--- src/logic/fpe_pkg.sv ---
// Purpose: constants for the flash program/erase host controller
// Assumes: 10 MHz ref_clk, APB register slave, serial flash on a 4-lane link
// Notes:   link clock is made in fpe_host by dividing ref_clk; SCK_HALF here sets the ratio
package fpe_pkg;
  // register offsets (byte addresses)
  localparam logic [7:0] REG_CTRL   = 8'h00; // go, opcode, data count
  localparam logic [7:0] REG_ADDR   = 8'h04; // 24-bit flash address
  localparam logic [7:0] REG_DATA   = 8'h08; // 32-bit program data word
  localparam logic [7:0] REG_STAT   = 8'h0C; // engine and flash status
  localparam logic [7:0] REG_CFG    = 8'h10; // quad lane enable, protect bits
  // opcodes
  localparam logic [7:0] OP_WREN    = 8'h06;
  localparam logic [7:0] OP_RDSR    = 8'h05;
  localparam logic [7:0] OP_QPP     = 8'h33;
  localparam logic [7:0] OP_PP      = 8'h02;
  localparam logic [7:0] OP_SE4K    = 8'h20;
  localparam logic [7:0] OP_BE32K   = 8'h52;
  localparam logic [7:0] OP_BE64K   = 8'hD8;
  localparam logic [7:0] OP_CE1     = 8'hC7;
  localparam logic [7:0] OP_CE2     = 8'h60;
  localparam logic [7:0] OP_SUSP    = 8'h75;
  localparam logic [7:0] OP_RESUME  = 8'h7A;
  localparam logic [7:0] OP_WRSR1   = 8'h01;
  localparam logic [7:0] OP_WRSR2   = 8'h31;
  // status bit positions on the flash
  localparam int BUSY_BIT = 0;
  localparam int WEL_BIT  = 1;
  localparam int SUS_BIT  = 7;
  // timing
  localparam int CLK_NS          = 100;
  localparam int SUSPEND_LAT_NS  = 20000; // suspend latency, least gap resume to suspend
  localparam int SUSPEND_LAT_CYC = (SUSPEND_LAT_NS + CLK_NS - 1) / CLK_NS;
  localparam logic [2:0] SCK_HALF = 3'h1; // ref cycles per half link clock minus one
  localparam logic [2:0] MAX_BYTES = 3'h4; // program bytes per order
  localparam logic [31:0] RESET_VAL = 32'h00000000;
  typedef enum logic [3:0] {
    S_IDLE  = 4'b0000,
    S_WREN  = 4'b0001,
    S_GAP   = 4'b0010,
    S_OPC   = 4'b0011,
    S_ADDR  = 4'b0100,
    S_DATA  = 4'b0101,
    S_END   = 4'b0110,
    S_POLL  = 4'b0111,
    S_PREAD = 4'b1000,
    S_WAIT  = 4'b1001
  } fpe_state_type;
endpackage : fpe_pkg

--- src/logic/fpe_host.sv ---
// Purpose: host controller issuing program, erase and suspend orders to a serial flash
// Assumes: single ref_clk domain; link clock divided from it; flash samples on rising sck
// Notes:   status polling is done here so software only watches the done bit
module fpe_host (
  // clock and reset
  input  wire logic        ref_clk,
  input  wire logic        sys_rst,
  // apb slave
  input  wire logic        psel,
  input  wire logic        penable,
  input  wire logic        pwrite,
  input  wire logic [7:0]  paddr,
  input  wire logic [31:0] pwdata,
  output logic      [31:0] prdata,
  output logic             pready,
  output logic             pslverr,
  // flash link
  output logic             flashSelN,
  output logic             flashSck,
  output logic      [3:0]  ioOut,
  output logic      [3:0]  ioOeN,
  input  wire logic [3:0]  ioIn
);
  typedef struct packed {
    fpe_pkg::fpe_state_type st;
    logic [7:0]  opc;
    logic [23:0] addr;
    logic [31:0] data;
    logic [2:0]  nBytes;
    logic        quadEn;
    logic [5:0]  prot;      // complement, sector, top-bottom, level2..0
    logic        busy;      // engine running
    logic        done;      // sticky: last order finished
    logic        refused;   // sticky: order refused by host checks
    logic        eraseSus;
    logic        progSus;
    logic [7:0]  flashStat;
    logic [15:0] susTimer;  // counts down after resume
    logic [5:0]  bitCnt;    // link clock rising edges left in phase
    logic [2:0]  div;
    logic        sck;
    logic        selN;
    logic [3:0]  dout;
    logic [3:0]  oeN;
    logic [7:0]  shIn;
    logic [31:0] rdata;
    logic        ready;
    logic        slvErr;
    logic [3:0]  sync1;
    logic [3:0]  sync2;
  } fpe_regs_type;

  fpe_regs_type q, d;

  // classify opcodes used more than once
  function automatic logic isErase(input logic [7:0] op);
    isErase = (op == fpe_pkg::OP_SE4K) || (op == fpe_pkg::OP_BE32K) ||
              (op == fpe_pkg::OP_BE64K) || (op == fpe_pkg::OP_CE1) ||
              (op == fpe_pkg::OP_CE2);
  endfunction : isErase

  function automatic logic isProg(input logic [7:0] op);
    isProg = (op == fpe_pkg::OP_QPP) || (op == fpe_pkg::OP_PP);
  endfunction : isProg

  function automatic logic isWrsr(input logic [7:0] op);
    isWrsr = (op == fpe_pkg::OP_WRSR1) || (op == fpe_pkg::OP_WRSR2);
  endfunction : isWrsr

  logic       wrAcc;
  logic       legal;
  logic       quadPhase;
  logic       sckFall;
  logic       sckRise;
  logic [5:0] phaseBits;
  logic [7:0] statNow;

  always_comb begin
    d         = q;
    // a write lands only on the edge that sees pready high
    wrAcc     = psel && penable && pwrite && q.ready;
    quadPhase = (q.opc == fpe_pkg::OP_QPP) && (q.st == fpe_pkg::S_ADDR ||
                q.st == fpe_pkg::S_DATA);
    sckFall   = (q.div == fpe_pkg::SCK_HALF) && q.sck;
    sckRise   = (q.div == fpe_pkg::SCK_HALF) && !q.sck;
    phaseBits = 6'h00;
    statNow   = {q.flashStat[6:0], q.sync2[1]};
    // host-side screen of orders the flash would refuse or forbid
    legal = 1'b1;
    if (q.opc == fpe_pkg::OP_QPP && !q.quadEn) legal = 1'b0;
    if (q.eraseSus && (isErase(q.opc) || isWrsr(q.opc))) legal = 1'b0;
    if (q.progSus && (isErase(q.opc) || isProg(q.opc) || isWrsr(q.opc)))
      legal = 1'b0;
    if (q.opc == fpe_pkg::OP_SUSP &&
        (q.eraseSus || q.progSus || q.susTimer != 16'h0000)) legal = 1'b0;
    if (q.opc == fpe_pkg::OP_RESUME && !(q.eraseSus || q.progSus)) legal = 1'b0;
    if ((q.opc == fpe_pkg::OP_CE1 || q.opc == fpe_pkg::OP_CE2) && q.prot[2:0] != 3'h0)
      legal = 1'b0;

    // two-flop sync of data lanes
    d.sync1 = ioIn;
    d.sync2 = q.sync1;
    if (q.susTimer != 16'h0000) d.susTimer = q.susTimer - 16'h0001;

    // apb slave, one wait state then ready
    d.ready  = psel && penable && !q.ready;
    d.slvErr = 1'b0;
    if (psel && penable && !q.ready) begin
      unique case (paddr)
        fpe_pkg::REG_CTRL: d.rdata = {21'h000000, q.nBytes, q.opc};
        fpe_pkg::REG_ADDR: d.rdata = {8'h00, q.addr};
        fpe_pkg::REG_DATA: d.rdata = q.data;
        fpe_pkg::REG_STAT: d.rdata = {16'h0000, q.flashStat, 3'h0,
                                      q.progSus, q.eraseSus, q.refused, q.done, q.busy};
        fpe_pkg::REG_CFG:  d.rdata = {25'h0000000, q.prot, q.quadEn};
        default: begin
          d.rdata  = fpe_pkg::RESET_VAL;
          d.slvErr = 1'b1;
        end
      endcase
    end
    if (wrAcc && !q.busy) begin
      case (paddr)
        fpe_pkg::REG_ADDR: d.addr = pwdata[23:0];
        fpe_pkg::REG_DATA: d.data = pwdata;
        fpe_pkg::REG_CFG: begin
          d.quadEn = pwdata[0];
          d.prot   = pwdata[6:1];
        end
        fpe_pkg::REG_CTRL: begin
          d.opc    = pwdata[7:0];
          d.nBytes = (pwdata[10:8] > fpe_pkg::MAX_BYTES) ? fpe_pkg::MAX_BYTES : pwdata[10:8];
          if (pwdata[31]) begin
            d.busy = 1'b1;
            d.st   = fpe_pkg::S_WAIT; // screen next cycle once opcode settles
          end
        end
        default: ; // unmapped already flagged with pslverr, status clears below
      endcase
    end

    // link clock divider, running only inside a frame
    if (q.st != fpe_pkg::S_IDLE && q.st != fpe_pkg::S_WAIT && !q.selN) begin
      d.div = (q.div == fpe_pkg::SCK_HALF) ? 3'h0 : q.div + 3'h1;
      if (q.div == fpe_pkg::SCK_HALF) d.sck = !q.sck;
    end else begin
      d.div = 3'h0;
      d.sck = 1'b0;
    end

    unique case (q.st)
      fpe_pkg::S_IDLE: ;
      fpe_pkg::S_WAIT: begin
        if (!legal) begin
          d.refused = 1'b1;
          d.done    = 1'b1;
          d.busy    = 1'b0;
          d.st      = fpe_pkg::S_IDLE;
        end else if (isErase(q.opc) || isProg(q.opc)) begin
          // a refused order must never pull select low
          d.st     = fpe_pkg::S_WREN;
          d.selN   = 1'b0;
          d.bitCnt = 6'd8;
          d.dout   = {3'h0, fpe_pkg::OP_WREN[7]};
          d.oeN    = 4'hE;
          d.shIn   = fpe_pkg::OP_WREN;
        end else begin
          d.st = fpe_pkg::S_GAP;
        end
      end
      // write enable frame: one byte, single lane
      fpe_pkg::S_WREN: begin
        if (sckFall) begin
          d.shIn = {q.shIn[6:0], 1'b0};
          d.dout = {3'h0, q.shIn[6]};
        end
        if (sckRise) d.bitCnt = q.bitCnt - 6'd1;
        // select rises on the fall after the eighth bit so the latch gets set
        if (q.bitCnt == 6'd0 && sckFall) begin
          d.selN = 1'b1;
          d.oeN  = 4'hF;
          d.st   = fpe_pkg::S_GAP;
        end
      end
      // deselect gap, then opcode frame
      fpe_pkg::S_GAP: begin
        d.selN   = 1'b0;
        d.st     = fpe_pkg::S_OPC;
        d.bitCnt = 6'd8;
        d.shIn   = {q.opc[6:0], 1'b0};
        d.dout   = {3'h0, q.opc[7]};
        d.oeN    = 4'hE;
      end
      fpe_pkg::S_OPC: begin
        if (sckRise) begin
          d.bitCnt = q.bitCnt - 6'd1;
          if (q.bitCnt == 6'd1) begin
            if (q.opc == fpe_pkg::OP_CE1 || q.opc == fpe_pkg::OP_CE2 ||
                q.opc == fpe_pkg::OP_SUSP || q.opc == fpe_pkg::OP_RESUME) begin
              d.st = fpe_pkg::S_END;
              if (q.opc == fpe_pkg::OP_RESUME)
                d.susTimer = 16'(fpe_pkg::SUSPEND_LAT_CYC);
            end
          end
        end
        if (sckFall) begin
          d.shIn = {q.shIn[6:0], 1'b0};
          d.dout = {3'h0, q.shIn[7]};
          if (q.bitCnt == 6'd0) d.dout = 4'h0;
        end
        // address phase starts on the fall after the last opcode bit
        if (q.st == fpe_pkg::S_OPC && q.bitCnt == 6'd0 && sckFall) begin
          d.st      = fpe_pkg::S_ADDR;
          phaseBits = (q.opc == fpe_pkg::OP_QPP) ? 6'd6 : 6'd24;
          d.bitCnt  = phaseBits;
          d.oeN     = (q.opc == fpe_pkg::OP_QPP) ? 4'h0 : 4'hE;
          d.dout    = (q.opc == fpe_pkg::OP_QPP) ? q.addr[23:20] : {3'h0, q.addr[23]};
          d.addr    = (q.opc == fpe_pkg::OP_QPP) ? {q.addr[19:0], q.addr[23:20]}
                                                 : {q.addr[22:0], q.addr[23]};
        end
      end
      // address, then data, shifted msb first
      fpe_pkg::S_ADDR, fpe_pkg::S_DATA: begin
        if (sckRise && q.bitCnt != 6'd0) d.bitCnt = q.bitCnt - 6'd1;
        if (sckFall && q.bitCnt != 6'd0) begin
          d.dout = quadPhase ? q.addr[23:20] : {3'h0, q.addr[23]};
          d.addr = quadPhase ? {q.addr[19:0], q.addr[23:20]} : {q.addr[22:0], q.addr[23]};
          if (q.st == fpe_pkg::S_DATA) begin
            d.dout = quadPhase ? q.data[31:28] : {3'h0, q.data[31]};
            d.data = quadPhase ? {q.data[27:0], q.data[31:28]} : {q.data[30:0], q.data[31]};
            d.addr = q.addr;
          end
        end
        if (sckFall && q.bitCnt == 6'd0) begin
          if (q.st == fpe_pkg::S_ADDR && isProg(q.opc) && q.nBytes != 3'h0) begin
            d.st     = fpe_pkg::S_DATA;
            d.bitCnt = quadPhase ? {2'h0, q.nBytes, 1'b0} : {q.nBytes, 3'h0};
            d.dout   = quadPhase ? q.data[31:28] : {3'h0, q.data[31]};
            d.data   = quadPhase ? {q.data[27:0], q.data[31:28]} : {q.data[30:0], q.data[31]};
          end else begin
            d.selN = 1'b1;
            d.oeN  = 4'hF;
            d.st   = fpe_pkg::S_POLL;
          end
        end
      end
      // select rises on the byte boundary right after the last bit
      fpe_pkg::S_END: begin
        d.selN = 1'b1;
        d.oeN  = 4'hF;
        if (q.opc == fpe_pkg::OP_SUSP) d.eraseSus = 1'b1;
        if (q.opc == fpe_pkg::OP_RESUME) begin
          d.eraseSus = 1'b0;
          d.progSus  = 1'b0;
        end
        d.st = fpe_pkg::S_POLL;
      end
      // status poll until busy reads zero or the suspend bit reads one
      fpe_pkg::S_POLL: begin
        d.selN   = 1'b0;
        d.oeN    = 4'hE;
        d.st     = fpe_pkg::S_PREAD;
        d.bitCnt = 6'd16;
        d.shIn   = fpe_pkg::OP_RDSR;
        d.dout   = {3'h0, fpe_pkg::OP_RDSR[7]};
      end
      fpe_pkg::S_PREAD: begin
        if (sckFall && q.bitCnt > 6'd8) begin
          d.shIn = {q.shIn[6:0], 1'b0};
          d.dout = {3'h0, q.shIn[6]};
        end
        if (sckFall && q.bitCnt == 6'd8) d.oeN = 4'hF;
        if (sckRise) d.bitCnt = q.bitCnt - 6'd1;
        // synchroniser lags two cycles: a bit shifted out on one fall is taken on the next
        if (sckFall && q.bitCnt < 6'd8) d.flashStat = statNow;
        if (sckFall && q.bitCnt == 6'd0) begin
          d.selN = 1'b1;
          if (!statNow[fpe_pkg::BUSY_BIT] || statNow[fpe_pkg::SUS_BIT]) begin
            d.st   = fpe_pkg::S_IDLE;
            d.busy = 1'b0;
            d.done = 1'b1;
            if (q.opc == fpe_pkg::OP_SUSP && !statNow[fpe_pkg::SUS_BIT])
              d.eraseSus = 1'b0;
            if (q.opc == fpe_pkg::OP_SUSP && statNow[fpe_pkg::SUS_BIT])
              d.refused = 1'b0;
          end else begin
            d.st = fpe_pkg::S_POLL;
          end
        end
      end
      default: d.st = fpe_pkg::S_IDLE;
    endcase
    // clear sticky flags on status write; a finish in the same cycle wins
    if (wrAcc && paddr == fpe_pkg::REG_STAT) begin
      if (pwdata[1] && !(d.done && !q.done)) d.done = 1'b0;
      if (pwdata[2] && !(d.refused && !q.refused)) d.refused = 1'b0;
    end
  end

  always_ff @(posedge ref_clk or posedge sys_rst) begin
    if (sys_rst) begin
      q      <= '0;
      q.selN <= 1'b1;
      q.oeN  <= 4'hF;
    end else begin
      q <= d;
    end
  end

  // outputs straight from flops
  assign prdata    = q.rdata;
  assign pready    = q.ready;
  assign pslverr   = q.slvErr;
  assign flashSelN = q.selN;
  assign flashSck  = q.sck;
  assign ioOut     = q.dout;
  assign ioOeN     = q.oeN;

  // assertions
  selHigh_idle_a: assert property (@(posedge ref_clk) disable iff (sys_rst)
    (q.st == fpe_pkg::S_IDLE) |-> flashSelN) else $error("select low while idle");
  quadNeedsEn_a: assert property (@(posedge ref_clk) disable iff (sys_rst)
    (q.st == fpe_pkg::S_ADDR && q.opc == fpe_pkg::OP_QPP) |-> q.quadEn)
    else $error("quad program without quad lanes");
  quadLanes_a: assert property (@(posedge ref_clk) disable iff (sys_rst)
    (q.st == fpe_pkg::S_DATA && q.opc == fpe_pkg::OP_QPP) |-> (ioOeN == 4'h0))
    else $error("quad data not on four lanes");
  wrenFirst_a: assert property (@(posedge ref_clk) disable iff (sys_rst)
    (q.st == fpe_pkg::S_WAIT && legal && isErase(q.opc)) |=> (q.st == fpe_pkg::S_WREN))
    else $error("erase without write enable");
  eraseSusBlock_a: assert property (@(posedge ref_clk) disable iff (sys_rst)
    (q.st == fpe_pkg::S_WAIT && q.eraseSus && isErase(q.opc)) |=> q.refused)
    else $error("erase issued during erase suspend");
  progSusBlock_a: assert property (@(posedge ref_clk) disable iff (sys_rst)
    (q.st == fpe_pkg::S_WAIT && q.progSus && isProg(q.opc)) |=> q.refused)
    else $error("program issued during program suspend");
  susGap_a: assert property (@(posedge ref_clk) disable iff (sys_rst)
    (q.st == fpe_pkg::S_OPC && q.opc == fpe_pkg::OP_SUSP) |-> (q.susTimer == 16'h0000))
    else $error("suspend too soon after resume");
  pollDone_a: assert property (@(posedge ref_clk) disable iff (sys_rst)
    $fell(q.busy) && !q.refused |-> (q.st == fpe_pkg::S_IDLE))
    else $error("engine left busy early");
  apbReady_a: assert property (@(posedge ref_clk) disable iff (sys_rst)
    (psel && penable && !pready) |=> pready) else $error("apb answer late");

  eraseRun_c: cover property (@(posedge ref_clk) disable iff (sys_rst)
    q.st == fpe_pkg::S_POLL && isErase(q.opc));
  quadRun_c: cover property (@(posedge ref_clk) disable iff (sys_rst)
    q.st == fpe_pkg::S_DATA && q.opc == fpe_pkg::OP_QPP);
  suspend_c: cover property (@(posedge ref_clk) disable iff (sys_rst) $rose(q.eraseSus));
endmodule : fpe_host

--- config.mk ---
export PLATFORM = sky130hd
export DESIGN_NAME = fpe_host
export DESIGN_NICKNAME = d
export VERILOG_FILES = /design/src/logic/fpe_pkg.sv /design/src/logic/fpe_host.sv
export SDC_FILE = /design/constraint.sdc
export NUM_CORES = 1
export LEC_CHECK = 0
export BUFFER_PORTS_ARGS = -buffer_cell sky130_fd_sc_hd__buf_2
export CORE_MARGIN = 8
export CORE_UTILIZATION = 55
export CTS_BUF_LIST = sky130_fd_sc_hd__clkbuf_8
export CTS_CLUSTER_DIAMETER = 120
export DETAILED_ROUTE_END_ITERATION = 16
export MAX_ROUTING_LAYER = met4
export PLACE_DENSITY = 0.82
export REMOVE_ABC_BUFFERS = 1
export SLEW_MARGIN = 20
export SYNTH_ARGS = -nofsm -noshare
export SYNTH_HDL_FRONTEND = slang
export SYNTH_SLANG_ARGS = --single-unit
--- constraint.sdc ---
create_clock -name ref_clk -period 8.15 [get_ports ref_clk]
set_input_delay 1.63 -clock ref_clk [delete_from_list [all_inputs] [get_ports ref_clk]]
set_output_delay 1.63 -clock ref_clk [all_outputs]
set_load 0.02 [all_outputs]
==> qor.yml <==
worstSetupEndpointType: "flop"
drive_gt1_share_pct: 18.5
grt_usage_pct: 25.8
io_buffers: 89
synth_top_area_share_pct: 41.3
grt_setup_unrepaired: "no"
hold_depth: 0
drc: 0
ir_drop_mv: 0.137
nNetsFinal: 1183
grt_max_degree: 99
hpwlAfterDp_um: 19000
cts_tree: "built"
cp_slowest_stage_delay_ns: 0.70
clkSlewWorstSetupHoldPaths_ns: 0.10
routabilityCongestion: 0.958
p_int_mw: 1.11
vias: 9022
switching_share_pct: 27.1
cp_num_cells: 9
tns_ns: 0
grt_pass1_wl_um: 45200
cts_buffer_depth: 2
insertion_delay_ns: 0.48
hp-class: "flop to flop"
p_per_area_mw_per_mm2: 144
leakage_nw: 4.58
tightest_slew_ns: 1.12
syn_to_final_growth_pct: 6.86
htreeDepth: 4
slew_headroom_pct: 25.4
die_w_um: 150
post-cts-setup-buffer-count: 0
crit_buf_inv: 2
dpl_cell_area_mm2: 0.0102
synthDistinctLibCells: 81
max_cap_viol_count: 0
design_area_mm2: 0.0106
start_util_pct: 55.6
critPathMostFrequentCell: "nand2_1"
critical_path_class: "input pin to flop"
grt_pass1_vias: 8464
drt-vias-per-instance: 6.58
synth_cells: 1126
worst_clock_skew_ns: 0.0193
finalMaxSlewViolations: 0
start_kind: "input pin"
rows: 49
seqPwrFrac_pct: 54.4
wirelength_um: 28000
report.final.hold_viol_count: 0
top_layer_used: "met4"
num_io_pins: 93
synth-main-ff-cell: "dfrtp_1"
worst-path-max-fanout: 30
wl_met3_um: 2950
antennaDiodeCount: 0
synth_common_cells: "nand2_1 (209), dfrtp_1 (164), nor2_1 (76)"
yosys.cell_count.top_type: "nand2_1"
yosysSeqAreaShare_pct: 42.1
drtPass1Iterations: 7
cp_slowest_cell: "nand2_1"
switching_power_mw: 0.414
grt_overflow: 0
antenna_found_initial: 0
root_buffer: "clkbuf_8"
synth_area_leader_cell: "dfrtp_1"
critPathTopFamily: "simple AND/OR/NAND/NOR gates"
synth_enable_flop_cells: 0
syn_area_mm2: 0.00993
required_ns: 8.46
synth.area.top_cells: "dfrtp_1 (41%), nand2_1 (7.9%), mux2_2 (4.4%), a21oi_1 (3.2%), buf_4 (3.2%)"
path_cells: "buf_2 -> or4_1 -> nor3_2 -> nand2_1 -> nor2_1 -> buf_4 -> nand2_1 -> nand2_1 -> a31oi_1"
routedWlPerCell_um: 20.4
combPwrFrac_pct: 3.8
pwr-share-clk_pct: 41.8
drt_iter0_drc: 1254
clock_sinks: 167
postSynthAreaPerCell_um2: 8.82
asyncSetResetFlopFracSynth_pct: 100
ys_ff_latch: 167
coreArea_mm2: 0.0178
die_h_um: 150
rr_worst_depth: 7
fin_crit_ns: 4.46
status: "completed"
cts_resized: 0
die_area_mm2: 0.0226
yosys_warnings: 0
fmax_mhz: 224
met2_length_um: 12600
hold_buffers: 0
wl_met1_um: 11800
cp.arrival_ns: 4.78
final-setup-viol-count: 0
fin_crit_sh_pct: 54.8
cts_buffers: 17
antenna_left: 0
[cells by family (layout without fill, tap and decap cells)]
family / after synthesis / count (layout) / synth area share (%)
AND/OR/NAND/NOR: 446 / 446 / 21.4
AO/OA/AOI/OAI: 305 / 305 / 21.4
flip-flops: 167 / 167 / 42.1
buffers and inverters: 135 / 151 / 6.97
multiplexers: 51 / 51 / 6.01
XOR/XNOR: 16 / 16 / 1.41
adder cells (fa/ha/maj): 6 / 6 / 0.731
[cell type report]
| class | instances | area [um2] |
|---|---|---|
| Timing Repair Buffer | 102 | 543 |
| Inverter | 17 | 68.8 |
| Multi-Input combinational cell | 824 | 5090 |
| Sequential cell | 167 | 4180 |
| Tap cell | 229 | 287 |
| Fill cell | 1515 | 7230 |
| Clock inverter | 15 | 198 |
| Clock buffer | 17 | 234 |
[metrics by stage]
stage	instances	util, %	total power, mW	worst slack, ns	hold slack, ns
after floorplan	1008	-	0.874	2.01	0.331
after global placement	1339	57.0	0.905	3.35	0.335
after detailed placement	1339	57.0	0.905	3.26	0.341
after CTS	1371	59.4	1.53	3.77	0.365
after global routing	1371	59.5	1.58	3.54	0.376
final	1371	59.5	1.53	3.69	0.369
[worst reg2reg max path, cell delays in order (launching register included)]
cell	delay, ns
dfrtp_1	0.88
or3b_2	0.78
or3_1	0.49
a211oi_2	0.30
o21ai_4	0.06
buf_4	0.32
a2111oi_0	0.64
a31oi_1	0.08
[power groups by stage]
stage / logic (mW) / clock network [mW] / registers (mW)
after floorplan: 0.0247 / 0 / 0.849
after global placement: 0.0583 / 0 / 0.847
after detailed placement: 0.0583 / 0 / 0.847
after CTS: 0.0585 / 0.645 / 0.831
after global routing: 0.0642 / 0.680 / 0.831
final: 0.0578 / 0.638 / 0.831
[state kept, by name (all words and copies together) (netlist names)]
signal and cells:
q 124, prdata 32, ioOut 4, ioOeN 2, d 1, flashSck 1, flashSelN 1, pready 1
pslverr 1
[worst paths after layout]
path                               start         end  slack [ns]
worst min-delay path                d[1]        q[1]        0.37
worst max register to register    q[174]      q[120]        4.46
max in group asynchronous        sys_rst        q[1]        5.41
min in group asynchronous        sys_rst  prdata[25]        1.36
worst max-delay path            paddr[1]      q[138]        3.69
worst min register to register      d[1]        q[1]        0.37
[placed cells by master (no fill, tap or decap), types with 17 or more instances in the layout]
cell type  netlist  routed
nand2_1        209     209
dfrtp_1        164     163
buf_2            4      89
nor2_1          76      76
a21oi_1         64      64
o21ai_0         47      47
mux2_2          39      39
a31oi_1         37      37
nand3_1         30      29
a221o_1         28      28
a211oi_1        24      24
a22oi_1         24      24
and2_1          24      24
clkbuf_8         0      17
[per-layer routing]
metal  vias up  global-route usage [%]
met3        60                    5.86
met1      4342                    35.1
met5         -                       -
li1       4073                       -
met4         0                    9.35
met2       547                    37.2
Note: power is estimated with default switching activity, not from simulation.
